--- src/rtl/csrb_defs.svh ---
`ifndef CSRB_DEFS_SVH
`define CSRB_DEFS_SVH

// ----------------------------------------
// special register addresses
// ----------------------------------------
`define CSRB_ADDR_IND0    8'h00
`define CSRB_ADDR_PTR0    8'h01
`define CSRB_ADDR_IND1    8'h02
`define CSRB_ADDR_PTR1    8'h03
`define CSRB_ADDR_BANK    8'h04
`define CSRB_ADDR_WORK    8'h05
`define CSRB_ADDR_PCL     8'h06
`define CSRB_ADDR_TLOW    8'h07
`define CSRB_ADDR_TBH     8'h08
`define CSRB_ADDR_FLAGS   8'h0a
`define CSRB_ADDR_THIGH   8'h0c
`define CSRB_SFR_LAST     8'h3f

// ----------------------------------------
// field positions
// ----------------------------------------
`define CSRB_BANK_BIT     0
`define CSRB_FLAG_C       0
`define CSRB_FLAG_AC      1
`define CSRB_FLAG_Z       2
`define CSRB_FLAG_OV      3
`define CSRB_FLAG_SLEEP   4
`define CSRB_FLAG_DOG     5

// ----------------------------------------
// widths and reset values
// ----------------------------------------
`define CSRB_PC_W         11
`define CSRB_BANK_RST     1'h0
`define CSRB_BYTE_RST     8'h00
`define CSRB_FLAG_RST     1'h0

`endif

--- src/rtl/csrb_pkg.sv ---
`include "csrb_defs.svh"
package csrb_pkg;

  typedef enum logic [1:0] {
    csrb_mode_direct,
    csrb_mode_ind0,
    csrb_mode_ind1
  } csrb_mode_e;

  typedef enum logic [2:0] {
    csrb_op_add,
    csrb_op_sub,
    csrb_op_and,
    csrb_op_or,
    csrb_op_xor,
    csrb_op_rlc,
    csrb_op_rrc,
    csrb_op_pass
  } csrb_alu_op_e;

  typedef struct packed {
    logic                  bank;
    logic [7:0]            ptr0;
    logic [7:0]            ptr1;
    logic [7:0]            work;
    logic [7:0]            tlow;
    logic [7:0]            thigh;
    logic [7:0]            tbh;
    logic                  fc;
    logic                  fac;
    logic                  fz;
    logic                  fov;
    logic                  dog;
    logic                  sleep;
    logic                  mem_req;
    logic                  mem_we;
    logic                  mem_bank;
    logic [7:0]            mem_addr;
    logic [7:0]            mem_wdata;
    logic                  rd_valid;
    logic [7:0]            rd_data;
    logic                  rd_pend1;
    logic                  rd_pend2;
    logic                  prog_req;
    logic [15:0]           prog_addr;
    logic                  tbl_busy;
    logic [7:0]            tbl_dest;
    logic                  pc_load;
    logic [`CSRB_PC_W-1:0] pc_target;
    logic                  dummy_cycle;
  } csrb_state_s;

endpackage

--- src/rtl/csrb_alu_if.sv ---
`timescale 1ns/1ps
interface csrb_alu_if;
  csrb_pkg::csrb_alu_op_e op;
  logic [7:0]             a;
  logic [7:0]             b;
  logic                   cin;
  logic [7:0]             res;
  logic                   c;
  logic                   ac;
  logic                   ov;
  logic                   z;
  logic                   upd_c;
  logic                   upd_arith;
  logic                   upd_z;

  modport core (output op, a, b, cin,
                input  res, c, ac, ov, z, upd_c, upd_arith, upd_z);
  modport alu  (input  op, a, b, cin,
                output res, c, ac, ov, z, upd_c, upd_arith, upd_z);
endinterface

--- src/rtl/csrb_alu.sv ---
`timescale 1ns/1ps
module csrb_alu (
  csrb_alu_if.alu p
);
  logic [8:0] sum;
  logic [4:0] nib;

  // ----------------------------------------
  // result and flag terms
  // ----------------------------------------
  always_comb
  begin
    sum         = 9'h000;
    nib         = 5'h00;
    p.res       = p.a;
    p.c         = 1'b0;
    p.ac        = 1'b0;
    p.ov        = 1'b0;
    p.upd_c     = 1'b0;
    p.upd_arith = 1'b0;
    p.upd_z     = 1'b1;
    case (p.op)
      csrb_pkg::csrb_op_add:
      begin
        sum         = {1'b0, p.a} + {1'b0, p.b};
        nib         = {1'b0, p.a[3:0]} + {1'b0, p.b[3:0]};
        p.upd_c     = 1'b1;
        p.upd_arith = 1'b1;
      end
      csrb_pkg::csrb_op_sub:
      begin
        sum         = {1'b0, p.a} + {1'b0, ~p.b} + 9'h001;
        nib         = {1'b0, p.a[3:0]} + {1'b0, ~p.b[3:0]} + 5'h01;
        p.upd_c     = 1'b1;
        p.upd_arith = 1'b1;
      end
      csrb_pkg::csrb_op_and: p.res = p.a & p.b;
      csrb_pkg::csrb_op_or:  p.res = p.a | p.b;
      csrb_pkg::csrb_op_xor: p.res = p.a ^ p.b;
      csrb_pkg::csrb_op_rlc:
      begin
        p.res   = {p.a[6:0], p.cin};
        p.c     = p.a[7];
        p.upd_c = 1'b1;
        p.upd_z = 1'b0;
      end
      csrb_pkg::csrb_op_rrc:
      begin
        p.res   = {p.cin, p.a[7:1]};
        p.c     = p.a[0];
        p.upd_c = 1'b1;
        p.upd_z = 1'b0;
      end
      default: p.upd_z = 1'b0;
    endcase
    if (p.upd_arith)
    begin
      p.res = sum[7:0];
      p.c   = sum[8];
      p.ac  = nib[4];
      p.ov  = (p.a[7] ^ p.b[7] ^ sum[7] ^ p.op[0]) ^ sum[8];
    end
    p.z = (p.res == 8'h00);
  end
endmodule

--- src/rtl/csrb_core.sv ---
// How it works
// - bank select bit picks bank 0 or 1; upper bits read zero
// - direct addresses always land in bank 0
// - first indirect port always uses bank 0 with pointer zero
// - second indirect port uses pointer one in the selected bank
// - resets clear bank select, except watchdog reset while idle
// - special registers decode the same in both banks
// - alu results go to work register; no register-to-register move
// - pc low write loads low pc byte, adds a dummy cycle
// - table read: high byte to table register, low to destination
// - writes to the flag register never touch expiry or sleep bits
// - expiry bit set by timeout, cleared by power-up, kick, sleep
// - sleep bit set by sleep, cleared by power-up or kick
// - signed wrap bit from carry into versus out of msb
// - null bit set when result is zero
// - nibble carry bit from low nibble carry or no borrow
// - carry bit from carry-out, no borrow, or rotate
// - flag register is never saved automatically on call or interrupt
// - flag bits 0..3 read-write, 4..5 read-only, 6..7 read zero
`timescale 1ns/1ps
`include "csrb_defs.svh"
module csrb_core (
  input  wire logic                   mclk,
  input  wire logic                   reset,
  input  wire logic                   req_valid,
  input  wire logic                   req_write,
  input  wire csrb_pkg::csrb_mode_e   req_mode,
  input  wire logic [7:0]             req_addr,
  input  wire logic [7:0]             req_wdata,
  output logic                        rd_valid,
  output logic [7:0]                  rd_data,
  input  wire logic                   alu_valid,
  input  wire csrb_pkg::csrb_alu_op_e alu_op,
  input  wire logic [7:0]             alu_operand,
  input  wire logic                   kick_watchdog_instr,
  input  wire logic                   sleep_instr,
  input  wire logic                   wdt_timeout,
  input  wire logic                   sys_reset_pulse,
  input  wire logic                   reset_keeps_bank,
  input  wire logic                   tbl_read,
  input  wire logic [7:0]             tbl_dest,
  output logic                        prog_req,
  output logic [15:0]                 prog_addr,
  input  wire logic                   prog_valid,
  input  wire logic [15:0]            prog_word,
  input  wire logic [`CSRB_PC_W-1:0]  pc_now,
  output logic                        pc_load,
  output logic [`CSRB_PC_W-1:0]       pc_target,
  output logic                        dummy_cycle,
  output logic                        mem_req,
  output logic                        mem_we,
  output logic                        mem_bank,
  output logic [7:0]                  mem_addr,
  output logic [7:0]                  mem_wdata,
  input  wire logic [7:0]             mem_rdata,
  output logic                        bank_sel_bit,
  output logic [7:0]                  core_flags
);
  csrb_pkg::csrb_state_s st_reg;
  csrb_pkg::csrb_state_s st_next;
  csrb_pkg::csrb_mode_e  eff_mode;
  logic [7:0]            r_addr;
  logic                  r_bank;
  logic                  r_void;
  logic                  r_sfr;
  logic                  tbl_done;
  logic                  w_en;
  logic [7:0]            w_addr;
  logic                  w_bank;
  logic [7:0]            w_data;
  logic                  w_own;
  logic                  rd_own;
  logic [7:0]            rd_sfr;
  logic [7:0]            flags_view;

  csrb_alu_if alu_bus ();

  csrb_alu u_alu (
    .p (alu_bus.alu)
  );

  assign alu_bus.op  = alu_op;
  assign alu_bus.a   = alu_operand;
  assign alu_bus.b   = st_reg.work;
  assign alu_bus.cin = st_reg.fc;

  // ----------------------------------------
  // address resolution
  // ----------------------------------------
  always_comb
  begin
    eff_mode = req_mode;
    if (req_mode == csrb_pkg::csrb_mode_direct)
    begin
      if (req_addr == `CSRB_ADDR_IND0)
        eff_mode = csrb_pkg::csrb_mode_ind0;
      else if (req_addr == `CSRB_ADDR_IND1)
        eff_mode = csrb_pkg::csrb_mode_ind1;
    end
    case (eff_mode)
      csrb_pkg::csrb_mode_ind0:
      begin
        r_addr = st_reg.ptr0;
        r_bank = 1'b0;
      end
      csrb_pkg::csrb_mode_ind1:
      begin
        r_addr = st_reg.ptr1;
        r_bank = st_reg.bank;
      end
      default:
      begin
        r_addr = req_addr;
        r_bank = 1'b0;
      end
    endcase
    r_void = (eff_mode != csrb_pkg::csrb_mode_direct) &&
             ((r_addr == `CSRB_ADDR_IND0) || (r_addr == `CSRB_ADDR_IND1));
    r_sfr = (r_addr <= `CSRB_SFR_LAST);
    if (r_sfr)
      r_bank = 1'b0;
  end

  // ----------------------------------------
  // special register read view
  // ----------------------------------------
  assign flags_view = {2'h0, st_reg.dog, st_reg.sleep,
                       st_reg.fov, st_reg.fz, st_reg.fac, st_reg.fc};

  always_comb
  begin
    rd_own = 1'b1;
    case (r_addr)
      `CSRB_ADDR_PTR0:  rd_sfr = st_reg.ptr0;
      `CSRB_ADDR_PTR1:  rd_sfr = st_reg.ptr1;
      `CSRB_ADDR_BANK:  rd_sfr = {7'h00, st_reg.bank};
      `CSRB_ADDR_WORK:  rd_sfr = st_reg.work;
      `CSRB_ADDR_PCL:   rd_sfr = pc_now[7:0];
      `CSRB_ADDR_TLOW:  rd_sfr = st_reg.tlow;
      `CSRB_ADDR_THIGH: rd_sfr = st_reg.thigh;
      `CSRB_ADDR_TBH:   rd_sfr = st_reg.tbh;
      `CSRB_ADDR_FLAGS: rd_sfr = flags_view;
      default:
      begin
        rd_sfr = 8'h00;
        rd_own = 1'b0;
      end
    endcase
  end

  // ----------------------------------------
  // write source select
  // ----------------------------------------
  always_comb
  begin
    tbl_done = prog_valid && st_reg.tbl_busy;
    if (tbl_done)
    begin
      w_en   = 1'b1;
      w_addr = st_reg.tbl_dest;
      w_bank = 1'b0;
      w_data = prog_word[7:0];
    end
    else
    begin
      w_en   = req_valid && req_write && !r_void;
      w_addr = r_addr;
      w_bank = r_bank;
      w_data = req_wdata;
    end
    case (w_addr)
      `CSRB_ADDR_PTR0, `CSRB_ADDR_PTR1, `CSRB_ADDR_BANK,
      `CSRB_ADDR_WORK, `CSRB_ADDR_PCL, `CSRB_ADDR_TLOW,
      `CSRB_ADDR_THIGH, `CSRB_ADDR_TBH, `CSRB_ADDR_FLAGS: w_own = 1'b1;
      default: w_own = 1'b0;
    endcase
  end

  // ----------------------------------------
  // next state
  // ----------------------------------------
  always_comb
  begin
    st_next             = st_reg;
    st_next.rd_valid    = 1'b0;
    st_next.mem_req     = 1'b0;
    st_next.mem_we      = 1'b0;
    st_next.prog_req    = 1'b0;
    st_next.pc_load     = 1'b0;
    st_next.dummy_cycle = st_reg.pc_load;
    st_next.rd_pend1    = 1'b0;
    st_next.rd_pend2    = st_reg.rd_pend1;
    if (st_reg.rd_pend2)
    begin
      st_next.rd_valid = 1'b1;
      st_next.rd_data  = mem_rdata;
    end
    if (req_valid && !req_write)
    begin
      if (r_void)
      begin
        st_next.rd_valid = 1'b1;
        st_next.rd_data  = 8'h00;
      end
      else if (rd_own)
      begin
        st_next.rd_valid = 1'b1;
        st_next.rd_data  = rd_sfr;
      end
      else
      begin
        st_next.mem_req  = 1'b1;
        st_next.mem_bank = r_bank;
        st_next.mem_addr = r_addr;
        st_next.rd_pend1 = 1'b1;
      end
    end
    if (w_en && w_own)
    begin
      case (w_addr)
        `CSRB_ADDR_PTR0:  st_next.ptr0  = w_data;
        `CSRB_ADDR_PTR1:  st_next.ptr1  = w_data;
        `CSRB_ADDR_BANK:  st_next.bank  = w_data[`CSRB_BANK_BIT];
        `CSRB_ADDR_WORK:  st_next.work  = w_data;
        `CSRB_ADDR_TLOW:  st_next.tlow  = w_data;
        `CSRB_ADDR_THIGH: st_next.thigh = w_data;
        `CSRB_ADDR_PCL:
        begin
          st_next.pc_load   = 1'b1;
          st_next.pc_target = {pc_now[`CSRB_PC_W-1:8], w_data};
        end
        `CSRB_ADDR_FLAGS:
        begin
          st_next.fc  = w_data[`CSRB_FLAG_C];
          st_next.fac = w_data[`CSRB_FLAG_AC];
          st_next.fz  = w_data[`CSRB_FLAG_Z];
          st_next.fov = w_data[`CSRB_FLAG_OV];
        end
        default: st_next.tbh = st_reg.tbh;
      endcase
    end
    else if (w_en)
    begin
      st_next.mem_req   = 1'b1;
      st_next.mem_we    = 1'b1;
      st_next.mem_bank  = w_bank;
      st_next.mem_addr  = w_addr;
      st_next.mem_wdata = w_data;
    end
    if (alu_valid)
    begin
      st_next.work = alu_bus.res;
      if (alu_bus.upd_c)
        st_next.fc = alu_bus.c;
      if (alu_bus.upd_arith)
      begin
        st_next.fac = alu_bus.ac;
        st_next.fov = alu_bus.ov;
      end
      if (alu_bus.upd_z)
        st_next.fz = alu_bus.z;
    end
    if (tbl_done)
    begin
      st_next.tbh      = prog_word[15:8];
      st_next.tbl_busy = 1'b0;
    end
    else if (tbl_read && !st_reg.tbl_busy)
    begin
      st_next.prog_req  = 1'b1;
      st_next.prog_addr = {st_reg.thigh, st_reg.tlow};
      st_next.tbl_busy  = 1'b1;
      st_next.tbl_dest  = tbl_dest;
    end
    if (kick_watchdog_instr || sleep_instr)
      st_next.dog = 1'b0;
    if (wdt_timeout)
      st_next.dog = 1'b1;
    if (kick_watchdog_instr)
      st_next.sleep = 1'b0;
    if (sleep_instr)
      st_next.sleep = 1'b1;
    if (sys_reset_pulse && !reset_keeps_bank)
      st_next.bank = `CSRB_BANK_RST;
  end

  // ----------------------------------------
  // state register
  // ----------------------------------------
  always_ff @(posedge mclk or posedge reset)
  begin
    if (reset)
    begin
      st_reg       <= '0;
      st_reg.bank  <= `CSRB_BANK_RST;
      st_reg.dog   <= `CSRB_FLAG_RST;
      st_reg.sleep <= `CSRB_FLAG_RST;
      st_reg.ptr0  <= `CSRB_BYTE_RST;
      st_reg.ptr1  <= `CSRB_BYTE_RST;
    end
    else
      st_reg <= st_next;
  end

  assign rd_valid     = st_reg.rd_valid;
  assign rd_data      = st_reg.rd_data;
  assign prog_req     = st_reg.prog_req;
  assign prog_addr    = st_reg.prog_addr;
  assign pc_load      = st_reg.pc_load;
  assign pc_target    = st_reg.pc_target;
  assign dummy_cycle  = st_reg.dummy_cycle;
  assign mem_req      = st_reg.mem_req;
  assign mem_we       = st_reg.mem_we;
  assign mem_bank     = st_reg.mem_bank;
  assign mem_addr     = st_reg.mem_addr;
  assign mem_wdata    = st_reg.mem_wdata;
  assign bank_sel_bit = st_reg.bank;
  assign core_flags   = {2'h0, st_reg.dog, st_reg.sleep,
                         st_reg.fov, st_reg.fz, st_reg.fac, st_reg.fc};

  // ----------------------------------------
  // checks
  // ----------------------------------------
  property p_direct_bank0;
    @(posedge mclk) disable iff (reset)
    (req_valid && req_mode == csrb_pkg::csrb_mode_direct &&
     req_addr > `CSRB_SFR_LAST && !tbl_done)
    |=> (mem_req && !mem_bank && mem_addr == $past(req_addr));
  endproperty
  a_direct_bank0: assert property (p_direct_bank0)
    else $error("direct access left bank 0");

  property p_ind0_bank0;
    @(posedge mclk) disable iff (reset)
    (req_valid && req_mode == csrb_pkg::csrb_mode_ind0 &&
     st_reg.ptr0 > `CSRB_SFR_LAST)
    |=> (mem_req && !mem_bank && mem_addr == $past(st_reg.ptr0));
  endproperty
  a_ind0_bank0: assert property (p_ind0_bank0)
    else $error("first indirect port not in bank 0");

  property p_ind1_bank;
    @(posedge mclk) disable iff (reset)
    (req_valid && !req_write && req_mode == csrb_pkg::csrb_mode_ind1 &&
     st_reg.ptr1 > `CSRB_SFR_LAST)
    |=> (mem_req && mem_bank == $past(bank_sel_bit) &&
         mem_addr == $past(st_reg.ptr1));
  endproperty
  a_ind1_bank: assert property (p_ind1_bank)
    else $error("second indirect port used wrong bank");

  property p_bank_keep;
    @(posedge mclk) disable iff (reset)
    (sys_reset_pulse && reset_keeps_bank && !(w_en && w_own &&
     w_addr == `CSRB_ADDR_BANK)) |=> $stable(bank_sel_bit);
  endproperty
  a_bank_keep: assert property (p_bank_keep)
    else $error("idle watchdog reset changed bank");

  property p_pcl_jump;
    @(posedge mclk) disable iff (reset)
    (w_en && w_addr == `CSRB_ADDR_PCL)
    |=> (pc_load && pc_target[7:0] == $past(w_data) &&
         pc_target[`CSRB_PC_W-1:8] == $past(pc_now[`CSRB_PC_W-1:8]))
    ##1 (dummy_cycle && !pc_load);
  endproperty
  a_pcl_jump: assert property (p_pcl_jump)
    else $error("pc low write did not jump in page");

  property p_flag_protect;
    @(posedge mclk) disable iff (reset)
    (!kick_watchdog_instr && !sleep_instr && !wdt_timeout)
    |=> $stable(core_flags[5:4]);
  endproperty
  a_flag_protect: assert property (p_flag_protect)
    else $error("expiry or sleep bit changed without event");

  property p_dog_set;
    @(posedge mclk) disable iff (reset)
    wdt_timeout |=> core_flags[`CSRB_FLAG_DOG];
  endproperty
  a_dog_set: assert property (p_dog_set)
    else $error("timeout did not set expiry bit");

  property p_sleep_flags;
    @(posedge mclk) disable iff (reset)
    (sleep_instr && !wdt_timeout)
    |=> (core_flags[`CSRB_FLAG_SLEEP] && !core_flags[`CSRB_FLAG_DOG]);
  endproperty
  a_sleep_flags: assert property (p_sleep_flags)
    else $error("sleep did not set sleep bit and clear expiry");

  property p_table_read;
    @(posedge mclk) disable iff (reset)
    tbl_done |=> (st_reg.tbh == $past(prog_word[15:8]) &&
                  !st_reg.tbl_busy);
  endproperty
  a_table_read: assert property (p_table_read)
    else $error("table high byte not captured");
endmodule

--- config.mk ---
export PLATFORM = sky130hd
export DESIGN_NAME = csrb_core
export DESIGN_NICKNAME = d
export VERILOG_FILES = /design/src/rtl/csrb_pkg.sv /design/src/rtl/csrb_alu_if.sv /design/src/rtl/csrb_alu.sv /design/src/rtl/csrb_core.sv
export VERILOG_INCLUDE_DIRS = /design/src /design/src/rtl
export SDC_FILE = /design/constraint.sdc
export NUM_CORES = 1
export LEC_CHECK = 0
export BUFFER_PORTS_ARGS = -buffer_cell sky130_fd_sc_hd__buf_2
export CORE_UTILIZATION = 30
export DETAILED_ROUTE_END_ITERATION = 10
export PLACE_DENSITY = 0.53
export SYNTH_ARGS = -nofsm -noshare
export SYNTH_HDL_FRONTEND = slang
export SYNTH_SLANG_ARGS = --single-unit
--- constraint.sdc ---
create_clock -name mclk -period 9.05 [get_ports mclk]
set_input_delay 2.715 -clock mclk [delete_from_list [all_inputs] [get_ports mclk]]
set_output_delay 2.715 -clock mclk [all_outputs]
set_load 0.1 [all_outputs]
==> results of run 1 <==
-- metrics by stage --
| step | area (µm²) | utilization, % | instances | setup slack (ns) |
|---|---|---|---|---|
| floorplan | 8150 | - | 895 | 2.98 |
| global placement | 8690 | 33.0 | 1276 | 1.69 |
| detailed placement | 8690 | 33.0 | 1276 | 1.58 |
| CTS | 9280 | 35.2 | 1308 | 2.05 |
| global route | 9280 | 35.2 | 1308 | 1.66 |
| finish | 9280 | 35.2 | 1308 | 2.00 |
-- cell usage after synthesis (all sizes together), types with 8 or more instances --
| cell type | count |
|---|---|
| nor2 | 44 |
| ha | 27 |
| nor3 | 23 |
| nand2b | 9 |
| clkbuf | 27 |
| mux2i | 40 |
| a22oi | 18 |
| a211oi | 8 |
| nand4 | 9 |
| nand2 | 112 |
| o22ai | 12 |
| inv | 41 |
| a21o | 12 |
| a21oi | 49 |
| o21ai | 70 |
| mux2 | 35 |
| dfrtp | 124 |
| a31oi | 12 |
| nand3 | 22 |
| buf | 81 |
-- kinds of logic (layout without fill, tap and decap cells) --
group | Yosys count | in the layout | synth area share (%)
simple gates | 260 | 260 | 15.4
compound gates | 250 | 250 | 21.1
buf+inv | 149 | 227 | 10.2
fa+ha+maj | 29 | 29 | 4.64
xor+xnor | 5 | 5 | 0.538
mux | 76 | 76 | 10.0
other cells | 1 | 2 | 0.0460
flops | 124 | 124 | 38.1
-- metal layers --
layer | track usage (%) | share of wire (%) | up-vias
li1 | - | - | 3309
met1 | 27.2 | 47 | 3468
met2 | 29.9 | 45 | 255
met3 | 4.18 | 6.2 | 31
met4 | 5.27 | 1.3 | 4
met5 | 0 | 0.083 | -
-- layout make-up --
class                           instances  area [µm²]  share of cell area (%)
Clock buffer                           20         457                    4.92
Clock inverter                         12         139                    1.50
Inverter                               41         156                    1.68
Multi-Input combinational cell        622        4220                    45.5
Sequential cell                       124        3100                    33.4
Tap cell                              335         419                    4.52
Timing Repair Buffer                  154         786                    8.46
-- report_power, final --
part           switching, µW  internal (µW)  total, µW
Combinational            883            253       1140
Clock                    266            422        688
Sequential               119            687        806
Total                   1270           1360       2630
-- path summary, 6_finish.rpt --
| path | from | endpoint | slack, ns | cells after the start |
|---|---|---|---|---|
| hold reg to reg | st_next[39] | st_reg[39] | 0.37 | 0 |
| setup / recovery | req_addr[7] | pc_target[4] | 2.00 | 11 |
| setup reg to reg | st_reg[21] | pc_target[4] | 5.60 | 6 |
| max in group asynchronous | reset | mem_addr[2] | 5.20 | 3 |
| hold / removal | st_next[39] | st_reg[39] | 0.37 | 0 |
| min in group asynchronous | reset | prog_addr[3] | 2.38 | 2 |
==> flow_summary.yaml, run 1 <==
outcome:
  status: "completed"
floorplan:
  num_rows: 59
  die_x_um: 167
  fp.dieH_um: 167
  core-area_um2: 26400
  dieArea_um2: 27800
  pin_count: 151
  start_util_pct: 30.9
routing:
  avgRoutedWirePerCell_um: 20.3
  first_iter_violations: 669
  first_pass_iters: 5
  wirelength_um: 26500
  vias: 7067
  via_per_inst: 5.40
  ant_nets: 0
  drc: 0
global_route:
  grt-ovfl-total: 0
  grt_pass1_wl_um: 40800
  grt_pass1_vias: 6726
  antenna_found_initial: 2
  grt_usage_pct: 19.4
  grt_max_degree: 76
finish:
  largest_reg_flops: 50
  fill_cells: 2692
  layout_commonest_cell: "buf_2"
  n_antenna_cell: 0
  nNetsFinal: 1073
  drive_gt1_share_pct: 24.8
  area_growth_pct: 13.9
  layout_common_cells: "buf_2, dfrtp_1, nand2_1, o21ai_0, a21oi_1"
synth:
  syn_avg_cell_area_um2: 9.11
  synth-seq-cells: 124
  synth_ff_type: "dfrtp_1"
  synth_seq_area_share_pct: 38.1
  synth-edff-count: 0
  synthesis.area_um2: 8150
  async_flop_share_pct: 100
  synthTopCellsByArea: "dfrtp_1, buf_4, nand2_1, mux2i_1, ha_1"
  synth_top_area_share_pct: 38.1
  yosys.area.top_type: "dfrtp_1"
  ys_warn_count: 0
  syn_inst: 894
  synth_cell_types: 84
cts:
  clockBufferDepth: 2
  post_cts_resized: 0
  cts_buffers: 17
  clkSinkCount: 124
  worstSkewPairLatency_ns: 0.43
  cts_setup_buffers: 0
  htreeDepth: 4
  hold_buffers: 0
  clkTransAtPathRegs_ns: 0.06
  cts_tree: "done"
  root_buffer: "clkbuf_16"
sta:
  worst_pin_slew_ns: 1.17
  drv_slew: 0
  post-route-period-util_pct: 77.9
  clock_skew_ns: 0.00806
  fin_setup_tns_ns: 0
  period_minus_slack_ns: 7.05
  setup_viol: 0
  whs_ns: 0.372
  fmax_ghz: 0.142
  rsz0062_at_grt: "false"
  timing.slew.headroom_pct: 19.6
  finalHoldViolCount: 0
place:
  port_buffers: 148
  gp_congestion: 0.894
  dpl.hpwl_um: 20000
critical_path:
  cp.buffers_inverters: 1
  crit_path_top_delay_cell: "ha_1"
  slowest_delay_ns: 0.88
  cp_cell_sequence: "buf_2, or4_1, nor4_1, a31oi_1, ha_1, a31oi_1, or3_4, o32ai_2, nand2_2, nor3_4, mux2_1"
  worst_setup_path_start_kind: "input port"
  critical_path_class: "input port to flop"
  cp_max_fo: 28
  cpLargestDelayFamily: "simple AND/OR/NAND/NOR gates"
  worstPathRequired_ns: 9.36
  critPathCaptureType: "flop"
  crit_arrival_ns: 7.36
  crit_top_cell: "a31oi_1"
power:
  powerDensity_nw_per_um2: 283
  leakage_uw: 0.00432
  finalPower_uw: 2630
  irDropWorstVdd_uv: 197
run:
  drv_cap: 0
worst_hold_path:
  min_path_type: "flop to flop"
Note: power is estimated with default switching activity, not from simulation.
==> inputs of run 2 (changes only) <==
clock period = 7.4 ns   (was 9.05 ns; I/O delays follow)
==> flow_summary.yaml, run 2 (synthesis results as in run 1) <==
routing:
  first_pass_iters: 5
  first_iter_violations: 590
  drc: 0
  ant_nets: 0
  via_per_inst: 5.29
  avgRoutedWirePerCell_um: 19.8
  vias: 6947
  wirelength_um: 26000
cts:
  worstSkewPairLatency_ns: 0.43
  clockBufferDepth: 2
  cts_tree: "done"
  cts_buffers: 17
  root_buffer: "clkbuf_16"
  clkSinkCount: 124
  htreeDepth: 4
  cts_setup_buffers: 0
  clkTransAtPathRegs_ns: 0.06
  hold_buffers: 0
  post_cts_resized: 0
floorplan:
  pin_count: 151
  num_rows: 59
  core-area_um2: 26400
  die_x_um: 167
  start_util_pct: 30.9
  dieArea_um2: 27800
  fp.dieH_um: 167
critical_path:
  reg2reg_to: "mem_addr[4]"
  cpLargestDelayFamily: "simple AND/OR/NAND/NOR gates"
  slowest_delay_ns: 0.88
  cp.buffers_inverters: 2
  critPathCaptureType: "flop"
  crit_top_cell: "a31oi_1"
  cp_cell_sequence: "buf_2, or4_1, nor4_1, a31oi_1, ha_1, a31oi_1, or3_4, o32ai_2, buf_4, nand2_2, nor3_4, mux2_1"
  rrSetupSlack_ns: 4.27
  worstPathRequired_ns: 7.70
  crit_arrival_ns: 6.54
  crit_path_top_delay_cell: "ha_1"
  rr_startpoint: "st_reg[108]"
  critical_path_class: "input port to flop"
  cp_max_fo: 28
  worst_setup_path_start_kind: "input port"
  r2r_cells: 8
sta:
  worst_pin_slew_ns: 1.14
  clock_skew_ns: 0.0110
  fmax_ghz: 0.160
  setup_viol: 0
  post-route-period-util_pct: 84.3
  whs_ns: 0.405
  drv_slew: 0
  rsz0062_at_grt: "false"
  timing.slew.headroom_pct: 22.1
  fin_setup_tns_ns: 0
  finalHoldViolCount: 0
  period_minus_slack_ns: 6.24
finish:
  layout.area.seq_um2: 3100
  multiInputGateArea_um2: 4220
  final_cell_count_no_fill: 1312
  fill_cells: 2712
  layout_commonest_cell: "buf_2"
  largest_reg_flops: 50
  layout_common_cells: "buf_2, dfrtp_1, nand2_1, o21ai_0, a21oi_1"
  area_growth_pct: 14.0
  nNetsFinal: 1076
  drive_gt1_share_pct: 25.1
power:
  power_frac_clock_pct: 25.8
  swShare_pct: 49.1
  irDropWorstVdd_uv: 179
  leakage_uw: 0.00434
  internal_power_uw: 1620
  pwr-share-comb_pct: 43.4
  power_switching_uw: 1570
  seq_power_share_pct: 30.8
  powerDensity_nw_per_um2: 343
worst_hold_path:
  min_from: "pc_load"
  hold_depth: 0
  min_path_type: "flop to flop"
  min_to: "dummy_cycle"
run:
  drv_cap: 0
place:
  gp_congestion: 0.890
  dp_cells: 1279
  dpl.hpwl_um: 19800
  port_buffers: 148
global_route:
  grt_max_degree: 67
  antenna_found_initial: 4
  grt-ovfl-total: 0
  grt_pass1_wl_um: 40300
  grt_usage_pct: 19.1
  grt_pass1_vias: 6779
outcome:
  status: "completed"
run 2: cell types whose count changed in the layout (fill, tap and decap cells not counted):
cell | previous run | this run
clkbuf_8 | 2 | 0
inv_6 | 2 | 4
bufinv_16 | 2 | 1
clkinvlp_4 | 4 | 3
buf_4 | 6 | 9
clkbuf_1 | 1 | 0
diode_2 | 0 | 1
inv_8 | 0 | 3
run 2: final cells by class:
class | instances | area share (%)
clock buffers | 17 | 4.58
flip-flops and latches | 124 | 33.4
well taps | 335 | 4.51
repair buffers | 157 | 8.70
diodes | 1 | 0.0269
inverters | 41 | 1.68
clock inverters | 15 | 1.64
multi-input cells | 622 | 45.5
run 2: per-stage QoR:
stage / cell area, µm² / worst slack (ns) / utilization [%] / total power, µW
floorplan: 8150 / 1.83 / - / 2190
CTS: 9290 / 1.20 / 35.2 / 3210
global placement: 8710 / 0.807 / 33.0 / 2370
finish: 9290 / 1.16 / 35.3 / 3190
global route: 9290 / 0.895 / 35.3 / 3340
detailed placement: 8710 / 0.748 / 33.0 / 2380
run 2: routing by layer:
metal	GRT usage, %	vias to the layer above	wire, µm
met5	0	-	26
met4	5.11	4	337
met3	4.52	30	1660
met2	30.1	247	11900
met1	26.1	3352	12000
li1	-	3314	-
run 2: worst max path at each step:
stage / end / cells past startpoint / startpoint / slack [ns]
floorplan: pc_target[0] / 14 / req_addr[7] / 1.83
global placement: pc_target[10] / 12 / req_addr[7] / 0.81
detailed placement: pc_target[0] / 12 / req_addr[7] / 0.75
CTS: pc_target[10] / 12 / req_addr[7] / 1.20
global route: mem_addr[4] / 13 / req_addr[7] / 0.89
finish: pc_target[10] / 12 / req_addr[7] / 1.16
run 2: worst reg2reg max path: cells and delay by family, from the launching register on:
kind                   cells  cell delay (ns)
AOI/OAI and AO/OA          6             2.07
and+or+nand+nor            1             0.41
DFF                        1             0.42
buffers and inverters      1             0.11
run 2: power by group through the flow:
stage / combinational (µW) / clock, µW / sequential [µW]
floorplan: 1230 / 0 / 957
global placement: 1380 / 0 / 992
detailed placement: 1390 / 0 / 992
CTS: 1390 / 840 / 982
global route: 1470 / 868 / 1010
finish: 1390 / 822 / 982
==> inputs of run 3 (changes only) <==
clock period = 6 ns   (was 7.4 ns; I/O delays follow)
==> flow_summary.yaml, run 3 (synthesis results as in run 1) <==
floorplan:
  num_rows: 59
  dieArea_um2: 27800
  die_x_um: 167
  pin_count: 151
  start_util_pct: 30.9
  fp.dieH_um: 167
  core-area_um2: 26400
power:
  power_switching_uw: 1930
  powerDensity_nw_per_um2: 426
  leakage_uw: 0.00444
  seq_power_share_pct: 30.4
  internal_power_uw: 2100
  swShare_pct: 47.9
  pwr-share-comb_pct: 43.0
  irDropWorstVdd_uv: 243
  power_frac_clock_pct: 26.6
cts:
  cts_tree: "done"
  hold_buffers: 0
  post_cts_resized: 0
  clkTransAtPathRegs_ns: 0.06
  cts_buffers: 17
  clockBufferDepth: 2
  htreeDepth: 4
  root_buffer: "clkbuf_16"
  worstSkewPairLatency_ns: 0.43
  clkSinkCount: 124
  cts_setup_buffers: 0
run:
  drv_cap: 0
sta:
  rsz0062_at_grt: "false"
  fin_setup_tns_ns: 0
  worst_pin_slew_ns: 1.13
  period_minus_slack_ns: 5.40
  setup_viol: 0
  timing.slew.headroom_pct: 22.5
  post-route-period-util_pct: 90.0
  finalHoldViolCount: 0
  fmax_ghz: 0.185
  timing.final.ws_setup_ns: 0.602
  clock_skew_ns: 0.0103
  drv_slew: 0
critical_path:
  cpLargestDelayFamily: "simple AND/OR/NAND/NOR gates"
  cp.buffers_inverters: 2
  crit_top_cell: "nor4_1"
  crit_arrival_ns: 5.66
  slowest_delay_ns: 0.75
  cp_max_fo: 16
  critPathCaptureType: "flop"
  crit_path_top_delay_cell: "or4b_1"
  critical_path_class: "input port to flop"
  cp_cell_sequence: "buf_2, or4_1, nor4_1, a31oi_1, ha_1, buf_4, nor2_1, a21oi_2, nor4_1, o32ai_2, or4b_1, nand2_1, o21ai_1"
  worstPathRequired_ns: 6.26
  worst_setup_path_start_kind: "input port"
outcome:
  status: "completed"
routing:
  wirelength_um: 26700
  via_per_inst: 5.28
  vias: 7020
  first_pass_iters: 5
  first_iter_violations: 518
  ant_nets: 0
  drc: 0
  avgRoutedWirePerCell_um: 20.1
place:
  gp_congestion: 0.918
  dp_cells: 1297
  dp_slack_ns: 0.185
  port_buffers: 148
  dpl.hpwl_um: 20500
global_route:
  grt_max_degree: 62
  met3_usage_pct: 4.54
  grt_pass1_vias: 6791
  use_met2_pct: 30.1
  grt_util_met1_pct: 27.2
  grt-ovfl-total: 0
  antenna_found_initial: 1
  grt_pass1_wl_um: 41400
  top_usage_layer: "met2"
  grt_usage_pct: 19.6
finish:
  layout_commonest_cell: "buf_2"
  area_growth_pct: 16.0
  final_cell_count_no_fill: 1329
  layout_common_cells: "buf_2, dfrtp_1, nand2_1, o21ai_0, a21oi_1"
  n_antenna_cell: 0
  drive_gt1_share_pct: 26.5
  largest_reg_flops: 50
  multiInputGateArea_um2: 4220
  fill_cells: 2694
  nNetsFinal: 1094
  layout.area.seq_um2: 3100
worst_hold_path:
  min_path_type: "flop to flop"
-- run 3: cell count changes in the layout (fill, tap and decap cells not counted) --
| cell | delta |
|---|---|
| inv_8 | -3 |
| clkinv_2 | +3 |
| clkbuf_8 | +1 |
| bufinv_16 | +2 |
| clkinv_4 | -2 |
| inv_6 | -1 |
| diode_2 | -1 |
| buf_4 | +18 |
-- run 3: worst paths after layout --
check	slack [ns]	from	to	cells past startpoint
max reg2reg	2.93	alu_bus.b[0]	core_flags[3]	9
min in group asynchronous	1.32	reset	prog_addr[9]	2
max	0.60	req_addr[7]	st_reg[95]	13
min reg2reg	0.36	st_next[39]	st_reg[39]	0
min	0.36	st_next[39]	st_reg[39]	0
max in group asynchronous	3.58	reset	mem_wdata[2]	3
-- run 3: layer usage --
layer	up-vias	part of all wire, %
met5	-	0.049
met1	3377	47
met2	266	45
li1	3342	-
met4	2	2.0
met3	33	6.6
-- run 3: cell type report --
type                    instances  share of cell area, %
well taps                     335                   4.43
multi-input cells             622                   44.7
repair buffers                175                   9.98
flip-flops and latches        124                   32.8
clock inverters                14                   1.77
clock buffers                  18                   4.65
inverters                      41                   1.65
-- run 3: stage by stage --
step	hold slack, ns	total power (µW)	cell area, µm²	utilization [%]
global placement	0.363	2960	8840	33.6
floorplan	0.331	2700	8150	-
global route	0.382	4210	9450	35.9
finish	0.360	4030	9450	35.9
CTS	0.370	4050	9450	35.9
detailed placement	0.356	2970	8840	33.6
-- run 3: power groups by stage --
stage                     sequential (µW)  clock [µW]  combinational [µW]
after CTS                            1220        1090                1740
after global placement               1240           0                1720
final                                1220        1070                1730
after global routing                 1250        1130                1830
after floorplan                      1180           0                1520
after detailed placement             1240           0                1730
